--- src/lst_pkg.sv ---
/*
 package for the line scan trigger controller: register map, field codes,
 timing constants and the carrier structs.
 assumes a single 100 MHz clock and a plain strobe register port.
*/
package lst_pkg;
    localparam int unsigned CLK_MHZ = 100;
    localparam int unsigned LINE_MIN_NS = 1000;
    localparam int unsigned LINE_MIN_CYC = (LINE_MIN_NS * CLK_MHZ + 999) / 1000;

    localparam int unsigned AW = 4;
    localparam logic [AW-1:0] REG_ENC_CTRL = 4'h0;
    localparam logic [AW-1:0] REG_ENC_DROP = 4'h1;
    localparam logic [AW-1:0] REG_ENC_MULT = 4'h2;
    localparam logic [AW-1:0] REG_FRM_CTRL = 4'h3;
    localparam logic [AW-1:0] REG_FRM_LINES = 4'h4;
    localparam logic [AW-1:0] REG_STATUS = 4'h5;
    localparam logic [AW-1:0] REG_USED_CNT = 4'h6;
    localparam logic [AW-1:0] REG_IGN_CNT = 4'h7;
    localparam logic [AW-1:0] REG_REV_CNT = 4'h8;

    localparam logic [1:0] ORD_MULT_FIRST0 = 2'h0;
    localparam logic [1:0] ORD_DROP_FIRST = 2'h1;
    localparam logic [1:0] DIR_IGNORE = 2'h0;
    localparam logic [1:0] DIR_AB = 2'h1;
    localparam logic [1:0] DIR_BA = 2'h2;

    localparam logic [6:0] DET_LOW = 7'h01;
    localparam logic [6:0] DET_HIGH = 7'h02;
    localparam logic [6:0] DET_RISE = 7'h04;
    localparam logic [6:0] DET_FALL = 7'h08;
    localparam logic [6:0] DET_DUAL_RISE = 7'h20;
    localparam logic [6:0] DET_DUAL_FALL = 7'h40;

    localparam logic [1:0] SRC_AB = 2'h0;
    localparam logic [1:0] SRC_A = 2'h1;
    localparam logic [1:0] SRC_B = 2'h2;

    typedef enum logic [1:0] {F_IDLE, F_WAIT, F_RUN} frm_state_t;

    typedef struct packed {
        logic enc_en;
        logic [1:0] src;
        logic [1:0] order;
        logic [1:0] dir;
        logic auto_delay;
        logic [15:0] drop;
        logic [15:0] mult;
        logic frm_en;
        logic var_len;
        logic grab;
        logic [6:0] det;
        logic [23:0] lines;
    } cfg_t;

    typedef struct packed {
        logic line_trig;
        logic frame_start;
        logic frame_end;
        logic frame_active;
        logic used_ev;
        logic ignored_ev;
        logic rev_ovf_ev;
        logic too_fast_ev;
    } evt_t;
endpackage

--- src/line_scan_trigger_control.sv ---
/*
 line scan trigger controller: shaft encoder stage producing camera line triggers,
 and virtual frame trigger stage choosing which line starts a host frame.
 assumes asynchronous encoder and trigger pins, a register port on i_mclk,
 and a frame capture path that consumes o_evt.frame_active per line trigger.
*/
// The strobed register port and the placing of the registers were decided locally.
// Summary of operation
// - encoder enable 1 turns encoder triggering on; each qualified edge gives one line
// - source A and B: any edge of either phase is a candidate trigger
// - drop count discards that many pulses between consecutive passed triggers
// - multiply factor makes that many line triggers per encoder pulse
// - order 1 drops then multiplies; 0 or 2 multiplies then drops
// - direction 0 ignores it, 1 A-then-B forward, 2 B-then-A forward
// - reverse steps count up, forward down; triggers only when count is zero
// - reverse counter overflow raises a sticky event
// - auto delay spaces close triggers out, flags line trigger too fast
// - line triggers run at all times, also outside a frame
// - fixed length stores exactly the programmed line count from the trigger line
// - variable length frame ends by trigger, never beyond the line maximum; here rise and fall modes end only at the line maximum
// - level and dual modes roll over while active; edge modes take one frame
// - frame trigger events only while a grab is active
// - at fixed frame end, active level starts the next frame at once
// - fixed mode: each trigger is counted used or ignored; here an input 2 trigger in dual mode, or a level mode start, is counted as neither
// - variable mode never issues ignored; each trigger starts or ends a frame; here a start trigger in a running frame, off its last line, does neither
// - frame trigger enable 1 turns external frame triggering on
// - detection codes 1 low, 2 high, 4 rise, 8 fall, 32/64 dual rise/fall
// - dual mode: input 1 starts the frame, input 2 ends it; here input 2 ends it only in variable length mode
// - trigger giving an image is used; one giving none is ignored
module line_scan_trigger_control #(
    parameter int REV_W = 8,
    parameter int CNT_W = 16
) (
    // clock and reset
    input wire logic i_mclk,
    input wire logic i_rstn,
    // pins
    input wire logic i_enc_a,
    input wire logic i_enc_b,
    input wire logic i_trig1,
    input wire logic i_trig2,
    // register port
    input wire logic [lst_pkg::AW-1:0] i_addr,
    input wire logic [31:0] i_wdata,
    input wire logic i_wr,
    input wire logic i_rd,
    output logic [31:0] o_rdata,
    // events and camera trigger
    output lst_pkg::evt_t o_evt
);
    typedef struct packed {
        lst_pkg::cfg_t cfg;
        logic [1:0] sa, sb, s1, s2;
        logic pa, pb, p1, p2;
        // all ones once the edge history holds real pin levels
        logic [2:0] vld;
        logic [REV_W-1:0] rev;
        logic [15:0] drop_cnt;
        logic [15:0] mult_left;
        logic [15:0] pend;
        logic [15:0] gap;
        lst_pkg::frm_state_t fst;
        logic [23:0] line_cnt;
        logic [CNT_W-1:0] used_cnt, ign_cnt;
        logic rev_ovf, too_fast;
        lst_pkg::evt_t evt;
        logic [31:0] rdata;
    } st_t;

    st_t r, nxt;

    // encoder stage decode, worked out afresh every cycle
    logic ea, eb, step;
    logic fwd, rvs, qual, pass;
    logic [15:0] mult_eff;
    // frame trigger decode
    logic lvl, t_start, t_end, edge_trig, fin;

    always_comb
    begin
        nxt = r;
        nxt.evt = '0;
        nxt.rdata = '0;
        // the second stage feeds both the decode and the edge history
        nxt.sa = {r.sa[0], i_enc_a};
        nxt.sb = {r.sb[0], i_enc_b};
        nxt.s1 = {r.s1[0], i_trig1};
        nxt.s2 = {r.s2[0], i_trig2};
        nxt.pa = r.sa[1];
        nxt.pb = r.sb[1];
        nxt.p1 = r.s1[1];
        nxt.p2 = r.s2[1];
        // history is cleared by reset, so it matches the pins only three cycles later
        nxt.vld = {r.vld[1:0], 1'b1};

        // encoder stage
        ea = (r.sa[1] != r.pa) && (r.cfg.src != lst_pkg::SRC_B);
        eb = (r.sb[1] != r.pb) && (r.cfg.src != lst_pkg::SRC_A);
        // an encoder resting off zero at reset must not look like a step
        if (!r.vld[2])
        begin
            ea = 1'b0;
            eb = 1'b0;
        end
        step = ea || eb;
        // quadrature: on an A edge, A leads when A now differs from B
        fwd = 1'b1;
        rvs = 1'b0;
        if (r.cfg.dir != lst_pkg::DIR_IGNORE)
        begin
            if (ea)
                fwd = ((r.sa[1] != r.sb[1]) == (r.cfg.dir == lst_pkg::DIR_AB));
            else
                fwd = ((r.sa[1] == r.sb[1]) == (r.cfg.dir == lst_pkg::DIR_AB));
            rvs = !fwd;
        end
        qual = 1'b0;
        // only the drop-first order works pass out; keep it defined in the other
        pass = 1'b0;
        if (r.cfg.enc_en && step)
        begin
            if (rvs)
            begin
                if (&r.rev)
                    nxt.rev_ovf = 1'b1;
                else
                    nxt.rev = r.rev + 1'b1;
            end
            else if (r.rev != '0)
                nxt.rev = r.rev - 1'b1;
            else
                qual = 1'b1;
        end
        mult_eff = (r.cfg.mult == '0) ? 16'h0001 : r.cfg.mult;
        // drop-first: drop counter gates encoder pulses, survivors multiply
        if (r.cfg.order == lst_pkg::ORD_DROP_FIRST)
        begin
            pass = 1'b0;
            if (qual)
            begin
                if (r.drop_cnt == '0)
                begin
                    pass = 1'b1;
                    nxt.drop_cnt = r.cfg.drop;
                end
                else
                    nxt.drop_cnt = r.drop_cnt - 1'b1;
            end
            if (pass)
                nxt.mult_left = r.mult_left + mult_eff;
            if (r.mult_left != '0 && r.pend == '0)
            begin
                nxt.mult_left = nxt.mult_left - 1'b1;
                nxt.pend = 16'h0001;
            end
        end
        else
        begin
            // multiply first: each multiplied pulse then meets the drop counter
            if (qual)
                nxt.mult_left = r.mult_left + mult_eff;
            if (r.mult_left != '0)
            begin
                nxt.mult_left = nxt.mult_left - 1'b1;
                if (r.drop_cnt == '0)
                begin
                    nxt.pend = r.pend + 1'b1;
                    nxt.drop_cnt = r.cfg.drop;
                end
                else
                    nxt.drop_cnt = r.drop_cnt - 1'b1;
            end
        end

        // line trigger output with optional minimum spacing; runs regardless of frames
        if (r.gap != '0)
            nxt.gap = r.gap - 1'b1;
        if (r.pend != '0)
        begin
            if (!r.cfg.auto_delay || r.gap == '0)
            begin
                nxt.pend = nxt.pend - 1'b1;
                nxt.evt.line_trig = 1'b1;
                nxt.gap = 16'(lst_pkg::LINE_MIN_CYC);
            end
            else if (!r.too_fast)
            begin
                nxt.too_fast = 1'b1;
                nxt.evt.too_fast_ev = 1'b1;
            end
        end
        if (!r.rev_ovf && nxt.rev_ovf)
            nxt.evt.rev_ovf_ev = 1'b1;

        // frame trigger decode
        lvl = 1'b0;
        t_start = 1'b0;
        t_end = 1'b0;
        edge_trig = 1'b0;
        unique case (r.cfg.det)
            lst_pkg::DET_LOW: lvl = !r.s1[1];
            lst_pkg::DET_HIGH: lvl = r.s1[1];
            lst_pkg::DET_RISE: edge_trig = r.s1[1] && !r.p1;
            lst_pkg::DET_FALL: edge_trig = !r.s1[1] && r.p1;
            lst_pkg::DET_DUAL_RISE:
            begin
                t_start = r.s1[1] && !r.p1;
                t_end = r.s2[1] && !r.p2;
            end
            lst_pkg::DET_DUAL_FALL:
            begin
                t_start = !r.s1[1] && r.p1;
                t_end = !r.s2[1] && r.p2;
            end
            default: ;
        endcase
        // the same holds for the frame trigger pins
        if (!r.vld[2])
        begin
            lvl = 1'b0;
            t_start = 1'b0;
            t_end = 1'b0;
            edge_trig = 1'b0;
        end
        if (!r.cfg.frm_en || !r.cfg.grab)
        begin
            lvl = 1'b0;
            t_start = 1'b0;
            t_end = 1'b0;
            edge_trig = 1'b0;
            nxt.fst = lst_pkg::F_IDLE;
        end
        fin = r.evt.line_trig && (r.line_cnt + 24'h000001 >= r.cfg.lines);

        unique case (r.fst)
            lst_pkg::F_IDLE:
                if (r.cfg.frm_en && r.cfg.grab)
                    nxt.fst = lst_pkg::F_WAIT;
            lst_pkg::F_WAIT:
                if (r.cfg.frm_en && r.cfg.grab && (edge_trig || t_start || lvl))
                begin
                    nxt.fst = lst_pkg::F_RUN;
                    nxt.line_cnt = '0;
                    nxt.evt.frame_start = 1'b1;
                    nxt.evt.used_ev = edge_trig || t_start;
                end
            lst_pkg::F_RUN:
            begin
                if (r.evt.line_trig)
                    nxt.line_cnt = r.line_cnt + 24'h000001;
                if (edge_trig || t_start)
                begin
                    if (r.cfg.var_len)
                        nxt.evt.used_ev = 1'b0;
                    else
                        nxt.evt.ignored_ev = 1'b1;
                end
                if (fin || (r.cfg.var_len && (t_end || ((r.cfg.det == lst_pkg::DET_LOW ||
                    r.cfg.det == lst_pkg::DET_HIGH) && !lvl))))
                begin
                    nxt.evt.frame_end = 1'b1;
                    nxt.evt.used_ev = r.cfg.var_len && t_end;
                    nxt.line_cnt = '0;
                    // roll over only for level and dual modes
                    if (lvl || (fin && (r.cfg.det == lst_pkg::DET_DUAL_RISE ||
                        r.cfg.det == lst_pkg::DET_DUAL_FALL) && !t_end))
                    begin
                        nxt.evt.frame_start = 1'b1;
                        nxt.fst = lst_pkg::F_RUN;
                        // a start trigger on the closing line opens this frame, so it counts as used
                        if (edge_trig || t_start)
                        begin
                            nxt.evt.ignored_ev = 1'b0;
                            nxt.evt.used_ev = 1'b1;
                        end
                    end
                    else if (edge_trig)
                    begin
                        // an edge on the closing line starts the next single frame instead of being lost
                        nxt.evt.frame_start = 1'b1;
                        nxt.evt.ignored_ev = 1'b0;
                        nxt.evt.used_ev = 1'b1;
                        nxt.fst = lst_pkg::F_RUN;
                    end
                    else
                        nxt.fst = lst_pkg::F_WAIT;
                end
            end
            default: nxt.fst = lst_pkg::F_IDLE;
        endcase
        if (!r.cfg.frm_en || !r.cfg.grab)
            nxt.fst = lst_pkg::F_IDLE;
        nxt.evt.frame_active = (nxt.fst == lst_pkg::F_RUN);
        if (nxt.evt.used_ev)
            nxt.used_cnt = r.used_cnt + 1'b1;
        if (nxt.evt.ignored_ev)
            nxt.ign_cnt = r.ign_cnt + 1'b1;

        // register port
        if (i_wr)
        begin
            unique case (i_addr)
                lst_pkg::REG_ENC_CTRL:
                begin
                    nxt.cfg.enc_en = i_wdata[0];
                    nxt.cfg.src = i_wdata[2:1];
                    nxt.cfg.order = i_wdata[4:3];
                    nxt.cfg.dir = i_wdata[6:5];
                    nxt.cfg.auto_delay = i_wdata[7];
                end
                lst_pkg::REG_ENC_DROP: nxt.cfg.drop = i_wdata[15:0];
                lst_pkg::REG_ENC_MULT: nxt.cfg.mult = i_wdata[15:0];
                lst_pkg::REG_FRM_CTRL:
                begin
                    nxt.cfg.frm_en = i_wdata[0];
                    nxt.cfg.var_len = i_wdata[1];
                    nxt.cfg.grab = i_wdata[2];
                    nxt.cfg.det = i_wdata[14:8];
                end
                lst_pkg::REG_FRM_LINES: nxt.cfg.lines = i_wdata[23:0];
                lst_pkg::REG_STATUS:
                begin
                    // write one to clear; a new flag event in the same cycle wins, but the count clear wins over a new count
                    if (i_wdata[0] && !(!r.rev_ovf && nxt.rev_ovf))
                        nxt.rev_ovf = 1'b0;
                    if (i_wdata[1] && !nxt.evt.too_fast_ev)
                        nxt.too_fast = 1'b0;
                    if (i_wdata[2])
                    begin
                        nxt.used_cnt = '0;
                        nxt.ign_cnt = '0;
                    end
                end
                default: ;
            endcase
        end
        if (i_rd)
        begin
            unique case (i_addr)
                lst_pkg::REG_ENC_CTRL: nxt.rdata = 32'({r.cfg.auto_delay, r.cfg.dir, r.cfg.order,
                    r.cfg.src, r.cfg.enc_en});
                lst_pkg::REG_ENC_DROP: nxt.rdata = 32'(r.cfg.drop);
                lst_pkg::REG_ENC_MULT: nxt.rdata = 32'(r.cfg.mult);
                lst_pkg::REG_FRM_CTRL: nxt.rdata = 32'({r.cfg.det, 5'h00, r.cfg.grab, r.cfg.var_len,
                    r.cfg.frm_en});
                lst_pkg::REG_FRM_LINES: nxt.rdata = 32'(r.cfg.lines);
                lst_pkg::REG_STATUS: nxt.rdata = 32'({r.fst == lst_pkg::F_RUN, r.too_fast, r.rev_ovf});
                lst_pkg::REG_USED_CNT: nxt.rdata = 32'(r.used_cnt);
                lst_pkg::REG_IGN_CNT: nxt.rdata = 32'(r.ign_cnt);
                lst_pkg::REG_REV_CNT: nxt.rdata = 32'(r.rev);
                default: nxt.rdata = '0;
            endcase
        end
    end

    always_ff @(posedge i_mclk or negedge i_rstn)
    begin
        if (!i_rstn)
        begin
            r <= '0;
            r.cfg.mult <= 16'h0001;
            r.cfg.lines <= 24'h000001;
            r.cfg.det <= lst_pkg::DET_RISE;
            r.fst <= lst_pkg::F_IDLE;
        end
        else
            r <= nxt;
    end

    assign o_rdata = r.rdata;
    assign o_evt = r.evt;
endmodule

--- config.mk ---
export PLATFORM = sky130hd
export DESIGN_NAME = line_scan_trigger_control
export DESIGN_NICKNAME = d
export VERILOG_FILES = /design/src/lst_pkg.sv /design/src/line_scan_trigger_control.sv
export SDC_FILE = /design/constraint.sdc
export NUM_CORES = 1
export LEC_CHECK = 0
export BUFFER_PORTS_ARGS = -buffer_cell sky130_fd_sc_hd__buf_2
export CORE_ASPECT_RATIO = 1.25
export CORE_MARGIN = 4
export CORE_UTILIZATION = 35
export DETAILED_ROUTE_END_ITERATION = 8
export PLACE_DENSITY_LB_ADDON = 0.12
export REMOVE_ABC_BUFFERS = 1
export SETUP_SLACK_MARGIN = 0.2
export SLEW_MARGIN = 20
export SYNTH_ARGS = -nofsm -noshare
export SYNTH_HDL_FRONTEND = slang
export SYNTH_SLANG_ARGS = --single-unit
--- constraint.sdc ---
create_clock -name i_mclk -period 7.1 [get_ports i_mclk]
set_input_delay 1.42 -clock i_mclk [delete_from_list [all_inputs] [get_ports i_mclk]]
set_output_delay 1.42 -clock i_mclk [all_outputs]
set_load 0.02 [all_outputs]
==> impl_metrics.json <==
{
  "dieArea_mm2": 0.0498,
  "cp-end-kind": "flop",
  "holdPathStages": 0,
  "io_buffers": 67,
  "tritoncts": "built",
  "grt-ovfl-total": 0,
  "die_y_um": 249,
  "comb_power_share_pct": 34.8,
  "slew_headroom_pct": 23.9,
  "cellPowerDensity_mw_per_mm2": 329,
  "post_cts_buffers": 0,
  "synth.area.top_cells": "dfrtp_1, mux2_2, ha_1",
  "fmax_mhz": 200,
  "max-cap-violations": 0,
  "worstSetupPathType": "reg -> reg",
  "use_met3_pct": 1.81,
  "rows": 87,
  "holdWs_ns": 0.347,
  "clk_latency_ns": 0.60,
  "fin_tns_setup_ns": 0,
  "p_clk_share_pct": 26.9,
  "clock_path_buffers": 3,
  "ys_ff_latch": 253,
  "tightest_slew_ns": 1.14,
  "dp_hpwl_mm": 34.5,
  "clock_sinks": 253,
  "leakagePower_uw": 0.00760,
  "post-route-min-period_ns": 4.99,
  "synth.most_common_cell": "dfrtp_1",
  "ctsHoldBuffers": 0,
  "cts_buffers": 30,
  "syn_avg_cell_area_um2": 9.18,
  "use_met2_pct": 32.9,
  "utilization_pct": 39.3,
  "wl_per_cell_um": 20.1,
  "grt_pass1_wl_mm": 75.2,
  "syn_to_final_growth_pct": 10.1,
  "ctsHtreeMaxLevel": 1,
  "synthTopCellsByCount": "dfrtp_1, nand2_1, nor2_1",
  "root_buffer": "clkbuf_16",
  "antenna_cells": 0,
  "required_ns": 7.57,
  "synth_edf_count": 0,
  "intPower_uw": 3530,
  "drcViolationCount": 0,
  "cts_resized": 0,
  "drive_gt1_share_pct": 15.1,
  "clk_pin_slew_ns": 0.07,
  "vias_per_cell": 5.57,
  "synth_warnings": 0,
  "fp.coreArea_mm2": 0.0454,
  "ant_nets": 0,
  "synth_top_area_share_pct": 38.6,
  "rsz0062_at_grt": "false",
  "reg2reg_depth": 18,
  "place_congestion": 0.907,
  "hp-class": "reg -> reg",
  "setup_viol": 0,
  "drt_iter0_drc": 675,
  "start_kind": "flop",
  "critPathArrivalTime_ns": 5.46,
  "power_frac_seq_pct": 38.3,
  "finalHoldViolations": 0,
  "synth_area_mm2": 0.0162,
  "grt_max_degree": 172,
  "antenna_found_initial": 0,
  "vias": 13100,
  "initial_core_util_pct": 35.7,
  "fillers": 4593,
  "die_w_um": 200,
  "grtUsageMet1_pct": 24.0,
  "synth_cell_types": 89,
  "synth.yosys.seq_area_share_pct": 39.1,
  "status": "complete, no violations",
  "min_period_over_period_pct": 70.3,
  "nNetsFinal": 1860,
  "synthFlopType": "dfrtp_1",
  "synthArstFlopShare_pct": 100,
  "slew_violations": 0,
  "busiest_layer": "met2",
  "num_io_pins": 84,
  "grt_pass1_vias": 12900,
  "path_max_fanout": 14,
  "grtUsageTotal_pct": 18.5,
  "netlist_instances": 1765,
  "wirelength_mm": 47.4,
  "p_sw_uw": 2330,
  "swShare_pct": 39.8,
  "finClkSkew_ns": 0.0528,
  "drt-pass1-iter-count": 7,
  "max-vdd-ir-drop_uv": 233,
  "synth_top_area_cell": "dfrtp_1"
}
placed cells by master, fill, tap and decap left out, types with 8 or more instances in the layout:
| master | netlist | layout |
|---|---|---|
| nand4_1 | 28 | 28 |
| clkbuf_16 | 0 | 30 |
| xor2_1 | 51 | 51 |
| or4_1 | 14 | 14 |
| dfrtp_1 | 250 | 250 |
| o21ai_0 | 92 | 92 |
| mux2_2 | 77 | 77 |
| buf_4 | 40 | 15 |
| nor2b_1 | 15 | 15 |
| nor2_1 | 112 | 112 |
| nand2_1 | 154 | 154 |
| inv_1 | 59 | 59 |
| nand2b_1 | 37 | 37 |
| o31ai_1 | 9 | 9 |
| nor3b_1 | 10 | 9 |
| buf_2 | 2 | 66 |
| or3_1 | 25 | 25 |
| a22oi_1 | 32 | 32 |
| ha_1 | 60 | 60 |
| xnor2_1 | 71 | 71 |
| conb_1 | 2 | 9 |
| a21oi_1 | 88 | 87 |
| and2_1 | 8 | 8 |
| or2_2 | 8 | 8 |
| nand3_1 | 64 | 64 |
| a211oi_1 | 18 | 18 |
| o211ai_1 | 26 | 26 |
| a222oi_1 | 9 | 9 |
| and3_1 | 25 | 25 |
| nor3_1 | 54 | 51 |
| nor4_1 | 28 | 27 |
| a31oi_1 | 22 | 22 |
| mux2i_1 | 39 | 39 |
| a21o_1 | 24 | 24 |
routing by layer:
metal | share of wire, % | wire length (um)
met4 | 2.6 | 1220
met3 | 3.4 | 1610
met5 | 0 | 0
met1 | 43 | 20500
met2 | 51 | 24100
state kept, by name, summed over array words and instances, names as in the netlist:
register,count
nxt,10
r,211
o_evt,8
o_rdata,24
layout make-up:
type | instances | area [um^2] | share of cell area, %
Tap cell | 578 | 723 | 4.06
Sequential cell | 253 | 6330 | 35.5
Clock inverter | 15 | 155 | 0.870
Timing Repair Buffer | 83 | 478 | 2.68
Clock buffer | 40 | 848 | 4.76
Inverter | 60 | 225 | 1.26
Multi-Input combinational cell | 1326 | 9060 | 50.8
final timing paths:
check / start / endpoint / slack, ns
worst max-delay path: r[76] / o_evt[4] / 2.11
max in group asynchronous: i_rstn / r[255] / 4.84
worst max register to register: r[76] / o_evt[4] / 2.11
worst min register to register: nxt[186] / nxt[178] / 0.35
worst min-delay path: nxt[186] / nxt[178] / 0.35
min in group asynchronous: i_rstn / o_rdata[21] / 0.88
power groups by stage:
stage	Sequential (uW)	Combinational, uW	Clock, uW
after CTS	2240	2050	1630
final	2240	2040	1580
after floorplan	2080	1570	0
after global placement	2250	2000	0
after global routing	2300	2300	1690
after detailed placement	2260	2030	0
cell families after synthesis:
kind of cell             after synthesis  share of synthesized area, %
flip-flops                           253                          39.1
adder cells (fa/ha/maj)               62                          4.88
multiplexers                         116                          7.76
AND/OR/NAND/NOR                      624                          20.1
other                                  2                        0.0464
XOR/XNOR                             124                          6.87
buffers and inverters                193                          5.42
AO/OA/AOI/OAI                        391                          15.8
metrics by stage:
| step | worst slack [ns] | cells | power (uW) | cell area [um^2] |
|---|---|---|---|---|
| finish | 2.11 | 2355 | 5860 | 17800 |
| global route | 1.71 | 2355 | 6290 | 17800 |
| CTS | 2.07 | 2355 | 5910 | 17800 |
| detailed placement | 2.03 | 2300 | 4290 | 16800 |
| global placement | 2.05 | 2300 | 4260 | 16800 |
| floorplan | 2.59 | 1639 | 3650 | 15600 |
critical path, cell delays in order, from the launching register on:
cell,delay [ns]
dfrtp_1,0.43
and3_1,0.19
and3_1,0.26
and3_1,0.27
and2_1,0.21
nor2b_1,0.21
nand4_1,0.30
nor2_1,0.21
xor2_1,0.24
ha_1,0.28
a21o_1,0.18
a21o_1,0.17
a21oi_1,0.13
o211ai_1,0.15
a31o_2,0.31
a21boi_2,0.68
o22ai_1,0.24
a21oi_1,0.31
a211oi_1,0.12
Note: power is estimated with default switching activity, not from simulation.
